## config.mk

```make
export PLATFORM = sky130hd
export DESIGN_NAME = ivrel_ctrl
export DESIGN_NICKNAME = d
export VERILOG_FILES = /design/src/common/ivrel_pkg.sv /design/src/rtl/ivrel_addr_map.sv /design/src/rtl/ivrel_ctrl.sv
export SDC_FILE = /design/constraint.sdc
export NUM_CORES = 1
export LEC_CHECK = 0
export ABC_CLOCK_PERIOD_IN_PS = 1600
export BUFFER_PORTS_ARGS = -buffer_cell sky130_fd_sc_hd__buf_2
export CORE_MARGIN = 1.5
export CORE_UTILIZATION = 25
export CTS_BUF_LIST = sky130_fd_sc_hd__clkbuf_16
export CTS_CLUSTER_DIAMETER = 50
export CTS_CLUSTER_SIZE = 8
export DETAILED_ROUTE_END_ITERATION = 8
export SYNTH_ARGS = -nofsm -noshare
export SYNTH_HDL_FRONTEND = slang
export SYNTH_SLANG_ARGS = --single-unit
```

## constraint.sdc

```tcl
create_clock -name clk_in -period 1.6 [get_ports clk_in]
set_clock_uncertainty 0.2 [all_clocks]
set_input_delay 0.24 -clock clk_in [delete_from_list [all_inputs] [get_ports clk_in]]
set_output_delay 0.24 -clock clk_in [all_outputs]
set_load 0.02 [all_outputs]
```

## src/common/ivrel_pkg.sv

```systemverilog
// Package of constants for the interrupt vector relocation block.
`default_nettype none
package ivrel_pkg;
  // ==========================================================================
  // Control register layout
  // ==========================================================================
  localparam int CTRL_W = 8;
  localparam logic [7:0] CTRL_RESET = 8'h00;
  localparam int BIT_UNLOCK = 0;
  localparam int BIT_SELECT = 1;
  localparam int BIT_RC_CLK = 2;
  localparam int BIT_RST_DIS = 3;
  localparam int BIT_PULLUP_DIS = 4;
  localparam logic [7:0] CTRL_RW_MASK = 8'h1F;
  // ==========================================================================
  // Addresses and timing
  // ==========================================================================
  localparam int ADDR_W = 12;
  localparam logic [11:0] APP_RESET_ADDR = 12'h000;
  localparam logic [11:0] VECTOR_OFFSET = 12'h001;
  localparam logic [11:0] BOOT_START_2K = 12'hC00;
  localparam logic [11:0] BOOT_START_1K = 12'hE00;
  localparam logic [11:0] BOOT_START_512 = 12'hF00;
  localparam logic [11:0] BOOT_START_256 = 12'hF80;
  localparam logic [1:0] BOOT_SIZE_2K = 2'h0;
  localparam logic [1:0] BOOT_SIZE_1K = 2'h1;
  localparam logic [1:0] BOOT_SIZE_512 = 2'h2;
  localparam logic FUSE_UNPROGRAMMED = 1'b1;
  localparam logic [2:0] UNLOCK_CYCLES = 3'h4;
endpackage
`default_nettype wire

```

## src/rtl/ivrel_addr_map.sv

```systemverilog
// Boot section start and vector table address decoding.
`timescale 1ns/1ps
`default_nettype none
module ivrel_addr_map
(
  input wire logic [1:0] boot_size_fuses_in, // Boot size fuse pair.
  input wire logic boot_reset_fuse_in, // One means unprogrammed.
  input wire logic select_in, // Vector table select.
  output logic [11:0] boot_start_out, // Boot section word address.
  output logic [11:0] reset_addr_out, // Reset fetch address.
  output logic [11:0] vector_base_out // Vector table start.
);
  // ==========================================================================
  // Decoding
  // ==========================================================================
  // Boot start from the size fuses; the 2K setting lands at its fixed start.
  always_comb
  begin
    unique case (boot_size_fuses_in)
      ivrel_pkg::BOOT_SIZE_2K: boot_start_out = ivrel_pkg::BOOT_START_2K;
      ivrel_pkg::BOOT_SIZE_1K: boot_start_out = ivrel_pkg::BOOT_START_1K;
      ivrel_pkg::BOOT_SIZE_512: boot_start_out = ivrel_pkg::BOOT_START_512;
      default: boot_start_out = ivrel_pkg::BOOT_START_256;
    endcase
  end

  // Reset from zero unless the fuse is programmed (zero).
  assign reset_addr_out = (boot_reset_fuse_in == ivrel_pkg::FUSE_UNPROGRAMMED) ?
    ivrel_pkg::APP_RESET_ADDR : boot_start_out;

  // Vector table one word past zero or past the boot start.
  assign vector_base_out = select_in ? (boot_start_out + ivrel_pkg::VECTOR_OFFSET)
    : ivrel_pkg::VECTOR_OFFSET;
endmodule
`default_nettype wire

```

## src/rtl/ivrel_ctrl.sv

```systemverilog
// Control register, timed vector select change and interrupt blocking.
`timescale 1ns/1ps
`default_nettype none
module ivrel_ctrl
(
  input wire logic clk_in, // System clock, 200 MHz.
  input wire logic resetn_in, // Asynchronous reset, active low.
  input wire logic ctrl_wr_in, // Register write strobe from the core.
  input wire logic [7:0] ctrl_wdata_in, // Register write data.
  output logic [7:0] ctrl_rdata_out, // Register read data.
  input wire logic instr_done_in, // Core finished an instruction this cycle.
  input wire logic [11:0] pc_in, // Current program word address.
  input wire logic [1:0] boot_size_fuses_in, // Boot size fuse pair.
  input wire logic boot_reset_fuse_in, // Boot reset fuse.
  input wire logic app_side_boot_lock_in, // Zero means programmed.
  input wire logic boot_side_boot_lock_in, // Zero means programmed.
  input wire logic global_int_enable_in, // Core status register enable bit.
  output logic int_allow_out, // Interrupts may be taken.
  output logic [11:0] reset_addr_out, // Reset fetch address.
  output logic [11:0] vector_base_out, // Vector table start address.
  output logic pullup_global_disable_out, // Kills every port pull-up.
  output logic reset_pin_disable_out, // Reset pin disable.
  output logic rc_clock_freq_select_out // RC clock select.
);
  // ==========================================================================
  // Declarations
  // ==========================================================================
  typedef enum logic [1:0] {IVREL_IDLE, IVREL_OPEN, IVREL_TRAIL} ivrel_state_t;
  ivrel_state_t state_reg;
  logic [7:0] ctrl_reg;
  logic [2:0] unlock_cnt_reg;
  logic [11:0] boot_start;
  logic unlock_wr;
  logic select_wr;
  logic seq_mask;
  logic in_boot;
  logic lock_block;

  // Unlock is a write with the unlock bit one; any write with it zero inside the window changes select.
  assign unlock_wr = ctrl_wr_in && ctrl_wdata_in[ivrel_pkg::BIT_UNLOCK];
  assign select_wr = ctrl_wr_in && !ctrl_wdata_in[ivrel_pkg::BIT_UNLOCK] && ctrl_reg[ivrel_pkg::BIT_UNLOCK];

  // ==========================================================================
  // Control register
  // ==========================================================================
  // Plain bits store directly; select only moves inside the unlock window.
  always_ff @(posedge clk_in or negedge resetn_in)
  begin
    if (!resetn_in)
      ctrl_reg <= ivrel_pkg::CTRL_RESET;
    else if (ctrl_wr_in)
    begin
      ctrl_reg[7:5] <= 3'h0;
      ctrl_reg[ivrel_pkg::BIT_PULLUP_DIS] <= ctrl_wdata_in[ivrel_pkg::BIT_PULLUP_DIS];
      ctrl_reg[ivrel_pkg::BIT_RST_DIS] <= ctrl_wdata_in[ivrel_pkg::BIT_RST_DIS];
      ctrl_reg[ivrel_pkg::BIT_RC_CLK] <= ctrl_wdata_in[ivrel_pkg::BIT_RC_CLK];
      if (select_wr)
        ctrl_reg[ivrel_pkg::BIT_SELECT] <= ctrl_wdata_in[ivrel_pkg::BIT_SELECT];
      // Rewriting unlock while open restarts the window, a harmless reading.
      ctrl_reg[ivrel_pkg::BIT_UNLOCK] <= unlock_wr;
    end
    else if (ctrl_reg[ivrel_pkg::BIT_UNLOCK] && unlock_cnt_reg == 3'h1)
      ctrl_reg[ivrel_pkg::BIT_UNLOCK] <= 1'b0;
  end

  // Counts down the four-cycle unlock window.
  always_ff @(posedge clk_in or negedge resetn_in)
  begin
    if (!resetn_in)
      unlock_cnt_reg <= 3'h0;
    else if (unlock_wr)
      unlock_cnt_reg <= ivrel_pkg::UNLOCK_CYCLES;
    else if (select_wr)
      unlock_cnt_reg <= 3'h0;
    else if (unlock_cnt_reg != 3'h0)
      unlock_cnt_reg <= unlock_cnt_reg - 3'h1;
  end

  // ==========================================================================
  // Sequence mask
  // ==========================================================================
  // After the select write the mask trails until the next instruction completes.
  always_ff @(posedge clk_in or negedge resetn_in)
  begin
    if (!resetn_in)
      state_reg <= IVREL_IDLE;
    else
    begin
      unique case (state_reg)
        IVREL_IDLE:
          if (unlock_wr)
            state_reg <= IVREL_OPEN;
        IVREL_OPEN:
          if (select_wr)
            state_reg <= IVREL_TRAIL;
          else if (!unlock_wr && unlock_cnt_reg == 3'h1)
            state_reg <= IVREL_IDLE;
        IVREL_TRAIL:
          if (unlock_wr)
            state_reg <= IVREL_OPEN;
          else if (instr_done_in)
            state_reg <= IVREL_IDLE;
      endcase
    end
  end

  // Mask is combinational so it bites in the very cycle of the unlock write.
  assign seq_mask = unlock_wr || (state_reg != IVREL_IDLE);

  // ==========================================================================
  // Lock-bit blocking and outputs
  // ==========================================================================
  assign in_boot = (pc_in >= boot_start);
  assign lock_block = (ctrl_reg[ivrel_pkg::BIT_SELECT] && !in_boot && !app_side_boot_lock_in)
    || (!ctrl_reg[ivrel_pkg::BIT_SELECT] && in_boot && !boot_side_boot_lock_in);

  // The global enable is only read here, never written, so software state survives.
  assign int_allow_out = global_int_enable_in && !seq_mask && !lock_block;

  assign ctrl_rdata_out = ctrl_reg & ivrel_pkg::CTRL_RW_MASK;
  assign pullup_global_disable_out = ctrl_reg[ivrel_pkg::BIT_PULLUP_DIS];
  assign reset_pin_disable_out = ctrl_reg[ivrel_pkg::BIT_RST_DIS];
  assign rc_clock_freq_select_out = ctrl_reg[ivrel_pkg::BIT_RC_CLK];

  ivrel_addr_map u_addr_map
  (
    .boot_size_fuses_in(boot_size_fuses_in),
    .boot_reset_fuse_in(boot_reset_fuse_in),
    .select_in(ctrl_reg[ivrel_pkg::BIT_SELECT]),
    .boot_start_out(boot_start),
    .reset_addr_out(reset_addr_out),
    .vector_base_out(vector_base_out)
  );

  // ==========================================================================
  // Checks
  // ==========================================================================
  property p_unlock_masks;
    @(posedge clk_in) disable iff (!resetn_in)
    unlock_wr |-> !int_allow_out;
  endproperty
  a_unlock_masks: assert property (p_unlock_masks) else $error("Unlock write did not mask interrupts.");

  property p_unlock_timeout;
    @(posedge clk_in) disable iff (!resetn_in)
    (unlock_wr ##1 (!ctrl_wr_in)[*4]) |=> !ctrl_reg[ivrel_pkg::BIT_UNLOCK];
  endproperty
  a_unlock_timeout: assert property (p_unlock_timeout) else $error("Unlock bit outlived four cycles.");

  property p_mask_window;
    @(posedge clk_in) disable iff (!resetn_in)
    (unlock_wr ##1 (!ctrl_wr_in)[*4]) |-> seq_mask ##1 (!seq_mask || unlock_wr);
  endproperty
  a_mask_window: assert property (p_mask_window) else $error("Mask window not four cycles.");

  property p_locked_select;
    @(posedge clk_in) disable iff (!resetn_in)
    (ctrl_wr_in && !ctrl_reg[ivrel_pkg::BIT_UNLOCK]) |=> $stable(ctrl_reg[ivrel_pkg::BIT_SELECT]);
  endproperty
  a_locked_select: assert property (p_locked_select) else $error("Select changed without unlock.");

  property p_select_clears_unlock;
    @(posedge clk_in) disable iff (!resetn_in)
    select_wr |=> !ctrl_reg[ivrel_pkg::BIT_UNLOCK]
      && (ctrl_reg[ivrel_pkg::BIT_SELECT] == $past(ctrl_wdata_in[ivrel_pkg::BIT_SELECT]));
  endproperty
  a_select_clears_unlock: assert property (p_select_clears_unlock) else $error("Select write mishandled.");

  property p_trail_mask;
    @(posedge clk_in) disable iff (!resetn_in)
    select_wr |=> !int_allow_out;
  endproperty
  a_trail_mask: assert property (p_trail_mask) else $error("Mask dropped right after select write.");

  property p_vector_base;
    @(posedge clk_in) disable iff (!resetn_in)
    !ctrl_reg[ivrel_pkg::BIT_SELECT] |-> vector_base_out == ivrel_pkg::VECTOR_OFFSET;
  endproperty
  a_vector_base: assert property (p_vector_base) else $error("Vector base not at flash start.");

  property p_boot_vectors;
    @(posedge clk_in) disable iff (!resetn_in)
    (ctrl_reg[ivrel_pkg::BIT_SELECT] && boot_size_fuses_in == ivrel_pkg::BOOT_SIZE_2K) |-> vector_base_out == 12'hC01;
  endproperty
  a_boot_vectors: assert property (p_boot_vectors) else $error("Boot vectors misplaced.");

  property p_upper_zero;
    @(posedge clk_in) disable iff (!resetn_in)
    ctrl_rdata_out[7:5] == 3'h0;
  endproperty
  a_upper_zero: assert property (p_upper_zero) else $error("Reserved bits read nonzero.");

  property p_lock_block;
    @(posedge clk_in) disable iff (!resetn_in)
    (ctrl_reg[ivrel_pkg::BIT_SELECT] && !in_boot && !app_side_boot_lock_in) |-> !int_allow_out;
  endproperty
  a_lock_block: assert property (p_lock_block) else $error("Application lock did not block.");

  property p_boot_lock_block;
    @(posedge clk_in) disable iff (!resetn_in)
    (!ctrl_reg[ivrel_pkg::BIT_SELECT] && in_boot && !boot_side_boot_lock_in) |-> !int_allow_out;
  endproperty
  a_boot_lock_block: assert property (p_boot_lock_block) else $error("Boot lock did not block.");
endmodule
`default_nettype wire

```

# == After elaboration in Yosys (flattened, before gate mapping) ==
# Index checks and enable logic that the tools add are counted.
# Widths: inputs -> output; s select.
# totals
in_bits,30
regBits,10
elab_cells,59
output_inout_bits,36
# op_classes
magnitude_cmp,1
add_sub_neg,2
muxes,14
n_reduce_logical,29
n_eq_ne,8
# op_table
cell,n
$pmux 10 s3,1
$mux 12,2
$add 11x2->12 const B,1
$ge 12x12->1,1
$logic_and 1x1->1,11
$mux 2,5
$mux 3,3
$logic_not 1->1,8
$ne 3x3->1 const B,2
$pmux 2 s3,1
$reduce_bool 3->1,2
$eq 2x1->1 const B,2
$eq 2x2->1 const B,2
$logic_not 2->1,2
$reduce_bool 2->1,2
$eq 3x1->1 const B,1
$reduce_and 3->1,1
$sub 3x1->3 const B,1
$logic_or 1x1->1,2
$mux 1,2
$ne 2x2->1 const B,1
$reduce_and 2->1,1

# == Logic depth before layout (Yosys ltp) ==
# depth
word_depth,9
ltp_mapped,6
depth_no_buf,6

# == Hierarchy ==
# Synthesis repeated with hierarchy kept, for this count alone.
# hier_totals
hier_cells,134
hier_area_um2,1121.1
# modules_own_cells
module,cells_each,instances,area_per_inst_um2
ivrel_ctrl,96,1,853.3
ivrel_addr_map,38,1,267.8

# == Worst setup path after synthesis ==
# Ideal clock, no wire load.
# synth_path
path_type,input -> output
start,input port boot_size_fuses_in[1]
end,output port int_allow_out
setup_slack_ns,-0.218
path_buffers,0
arrival_ns,1.378
required_ns,1.160
cell_stages,6
path_cell_list,and2_1 -> ha_1 -> and4b_1 -> nand3_1 -> a41o_1 -> a21oi_2
# synth_via
elab_chain_len,9
# synth_lines
item,line,rtl
start: declaration,ivrel_ctrl.sv:13,"input wire logic [1:0] boot_size_fuses_in,"
"$eq 2x2->1, or another cell as far along",ivrel_addr_map.sv:19,unique case (boot_size_fuses_in)
$pmux 10 s3 *,ivrel_addr_map.sv:19,
$ge 12x12->1 *,ivrel_ctrl.sv:113,assign in_boot = (pc_in >= boot_start);
$logic_not 1->1,ivrel_ctrl.sv:114,assign lock_block = (ctrl_reg[ivrel_pkg::BIT_SELECT] && !in_boot && !app_side_boot_lock_in)
$logic_and 1x1->1 (2 in series),ivrel_ctrl.sv:114,
$logic_or 1x1->1 *,ivrel_ctrl.sv:115,|| (!ctrl_reg[ivrel_pkg::BIT_SELECT] && in_boot && !boot_side_boot_lock_in);
$logic_not 1->1 *,ivrel_ctrl.sv:118,assign int_allow_out = global_int_enable_in && !seq_mask && !lock_block;
$logic_and 1x1->1 *,ivrel_ctrl.sv:118,
end: declaration,ivrel_ctrl.sv:18,"output logic int_allow_out,"
# Every way passes the cells marked *; elsewhere a longest branch is shown, timed or not.

# == Worst setup path after layout ==
# layout_path
start,input port boot_size_fuses_in[0]
end,output port int_allow_out
# The elaborated chain is that of the path after synthesis.

==> results.txt <==
Run status = finished, violations left
Failing checks = setup timing
CTS max path bufs = 2
Vias = 742
Std-Cell Rows = 21
Clk root buf = clkbuf_16
# port buffers = 45
Nets = 179
TritonCTS buffer count = 3
Setup Buffers After CTS = 0
Vias in the first global route = 618
DRC viols = 0
WHS = 0.03046 ns
Pleak = 0.6566 nW
Pins Over Slew Limit = 0
CP endpoint kind = primary output
Final Setup Violations = 1
Total GRT Usage = 9.243%
H-tree Lvls = 1
Post-Syn Area = 864.6 um2
Post-route ant nets = 0
Switching pwr = 500.3 uW
Core area = 3337 um2
Max-cap violations = 0
Place WS = -0.4243 ns
Switching fraction of total power = 35.33%
Setup CP Type = in2out
Syn Inst Count = 96
Cell Int Power = 915.7 uW
GR Layer Usage met3 = 2.277%
Critical Path RT = 1.16 ns
Most common cell after layout, fill and taps aside = buf_2
Total grt overflow = 0
Peak VDD IR = 0.6766 mV
Initial antenna violation count = 0
Placed insts = 183
Part of the power in registers = 27.1%
Met2 usage = 13.98%
Minimum clock period = 1.963 ns
Main combinational cell family by area after synthesis = buffers and inverters
Layout Cells excl Fill = 188
IO Pins = 66
RD Place Congestion = 0.7618
Clock Latency Late Sink = 0.24 ns
Max Freq = 509.4 MHz
Syn. warnings = 0
Via density = 3.947
Drt first pass iters = 4
Die Wd = 61.81 um
P&R area growth vs syn = 38.93%
Hold WC Path Type = in2reg
DP Wirelength = 1494 um
Simple-gate share of the synthesized area = 19.68%
RSZ-0062 raised after global routing = yes
Critical path peak fanout = 3
M1 GR Usage = 11.14%
Busiest metal layer after global routing = met2
Synth Area in Compound Gates = 8.828%
First-pass GRT wire length = 2490 um
Clk slew on worst S/H paths = 0.04 ns
R2R Setup Slk = 0.23 ns
Area of the die = 3820 um2
Critical path data arrival time = 1.52 ns
Final period utilization = 122.7%
Most frequent cells in the layout = buf_2, conb_1, dfrtp_1
Clock power share = 31.5%
CTS sink cnt = 10
PwrDens = 1179 nW/um2
Crit start category = input port
Largest net degree at the start of global routing = 11
Synth Register Bits = 10
Sequential fraction of the synthesis area = 28.94%
Critical path endpoint = int_allow_out
Die H = 61.81 um
Final Hold Vio Count = 0
RR Endpoint = state_reg[0]
Launch point of the worst path = boot_size_fuses_in[0]
Share of cells above drive strength 1 = 47.89%
Drt first-iter violations = 11
WL per Instance = 9.511 um
Max reg flops = 5
Drt total wl = 1788 um
XOR/XNOR Fraction of Synth Area = 1.013%
Reg2reg start = unlock_cnt_reg[1]
Distinct cells, synth = 28
Depth of the worst register-to-register path = 6
Comb pwr share = 41.4%
Initial Util = 25.91%
Post-Synth Adder-Cell Area = 8.683%
Syn_area_per_cell = 9.006 um2
Final worst slack = -0.3631 ns
CTS tree = done
Ant. Diodes = 0
Post-synthesis mux area share = 6.802%
-- per-stage QoR --
| step | TNS [ns] | area (um2) | power [mW] | util (%) |
|---|---|---|---|---|
| 2_1_floorplan | -0.1386 | 943.4 | 0.8565 | - |
| 3_3_place_gp | -0.4171 | 1080 | 0.9566 | 32.36 |
| 3_5_place_dp | -0.4243 | 1080 | 0.9612 | 32.36 |
| 4_1_cts | -0.3922 | 1200 | 1.431 | 35.96 |
| 5_1_grt | -0.4038 | 1201 | 1.526 | 36.00 |
| 6_report | -0.3631 | 1201 | 1.416 | 36.00 |
-- synth_stat cells --
library cell | n | area [um2]
inv_1 | 7 | 26.28
and2_1 | 3 | 18.77
nor2b_1 | 3 | 18.77
nand3b_1 | 2 | 15.01
mux2i_1 | 1 | 10.01
nor4_2 | 1 | 12.51
and4b_1 | 1 | 10.01
buf_6 | 1 | 11.26
ha_1 | 6 | 75.07
a21oi_1 | 2 | 10.01
o31ai_1 | 1 | 7.510
mux2_2 | 3 | 33.78
and3_1 | 1 | 6.260
nand3_1 | 2 | 10.01
conb_1 | 2 | 7.510
xnor2_1 | 1 | 8.760
nand2_1 | 4 | 15.01
a21oi_2 | 1 | 8.760
and4bb_2 | 1 | 12.51
dfrtp_1 | 10 | 250.2
and2_4 | 1 | 8.760
a41o_1 | 1 | 10.01
nand2b_1 | 2 | 12.51
o21ai_0 | 4 | 20.02
o211a_1 | 2 | 20.02
mux2_4 | 1 | 15.01
buf_4 | 24 | 180.2
nor2_1 | 8 | 30.03
-- cells by family after synthesis --
kind of cell,count (synthesis)
muxes,5
adders and majority gates,6
buffers and inverters,32
xor gates and xnor gates,1
DFF,10
and+or+nand+nor,29
AOI/OAI and AO/OA,11
other,2
-- worst min-delay path by stage --
stage,start,end,slack (ns),cells past startpoint
after detailed placement,resetn_in,ctrl_reg[4],-0.08,1
after floorplan,resetn_in,ctrl_reg[0],-0.26,0
after CTS,ctrl_wdata_in[3],ctrl_reg[3],0.03,2
after global routing,ctrl_wdata_in[4],ctrl_reg[4],0.04,2
final,ctrl_wdata_in[1],ctrl_reg[1],0.03,2
after global placement,resetn_in,ctrl_reg[4],-0.08,1
-- power by group through the flow --
| stage | Combinational (mW) | Clock [mW] | Sequential (mW) |
|---|---|---|---|
| 2_1_floorplan | 0.468 | 0 | 0.389 |
| 3_3_place_gp | 0.575 | 0 | 0.382 |
| 3_5_place_dp | 0.578 | 0 | 0.383 |
| 4_1_cts | 0.594 | 0.454 | 0.383 |
| 5_1_grt | 0.664 | 0.468 | 0.395 |
| 6_report | 0.586 | 0.446 | 0.384 |
-- per-layer routing --
layer,up-vias,part of all wire [%]
met2,40,45
met5,-,0
met1,330,43
met3,5,8.4
li1,367,-
met4,0,2.7
-- critical path, stage by stage --
cell and delay, ns:
buf_6 0.09, and2_4 0.16, ha_4 0.25, and4b_1 0.19
nand3_2 0.09, a41o_1 0.26, a21oi_4 0.11, buf_6 0.13
-- cell type report --
cell class	count	area, um2
Clock buffer	3	75.07
Clock inverter	1	3.754
Fill cell	362	2136
Inverter	7	26.28
Multi-Input combinational cell	69	488.0
Sequential cell	10	251.5
Tap cell	46	57.56
Timing Repair Buffer	52	299.0
-- timing repair --
action,4_1_cts,5_1_grt
setup endpoints to repair,1,2
gates cloned,0,0
endpoints found under the hold margin,10,0
pin swaps,4,1
gates resized for setup,8,1
hold buffers,1,0
(Power assumes the default switching activity.)
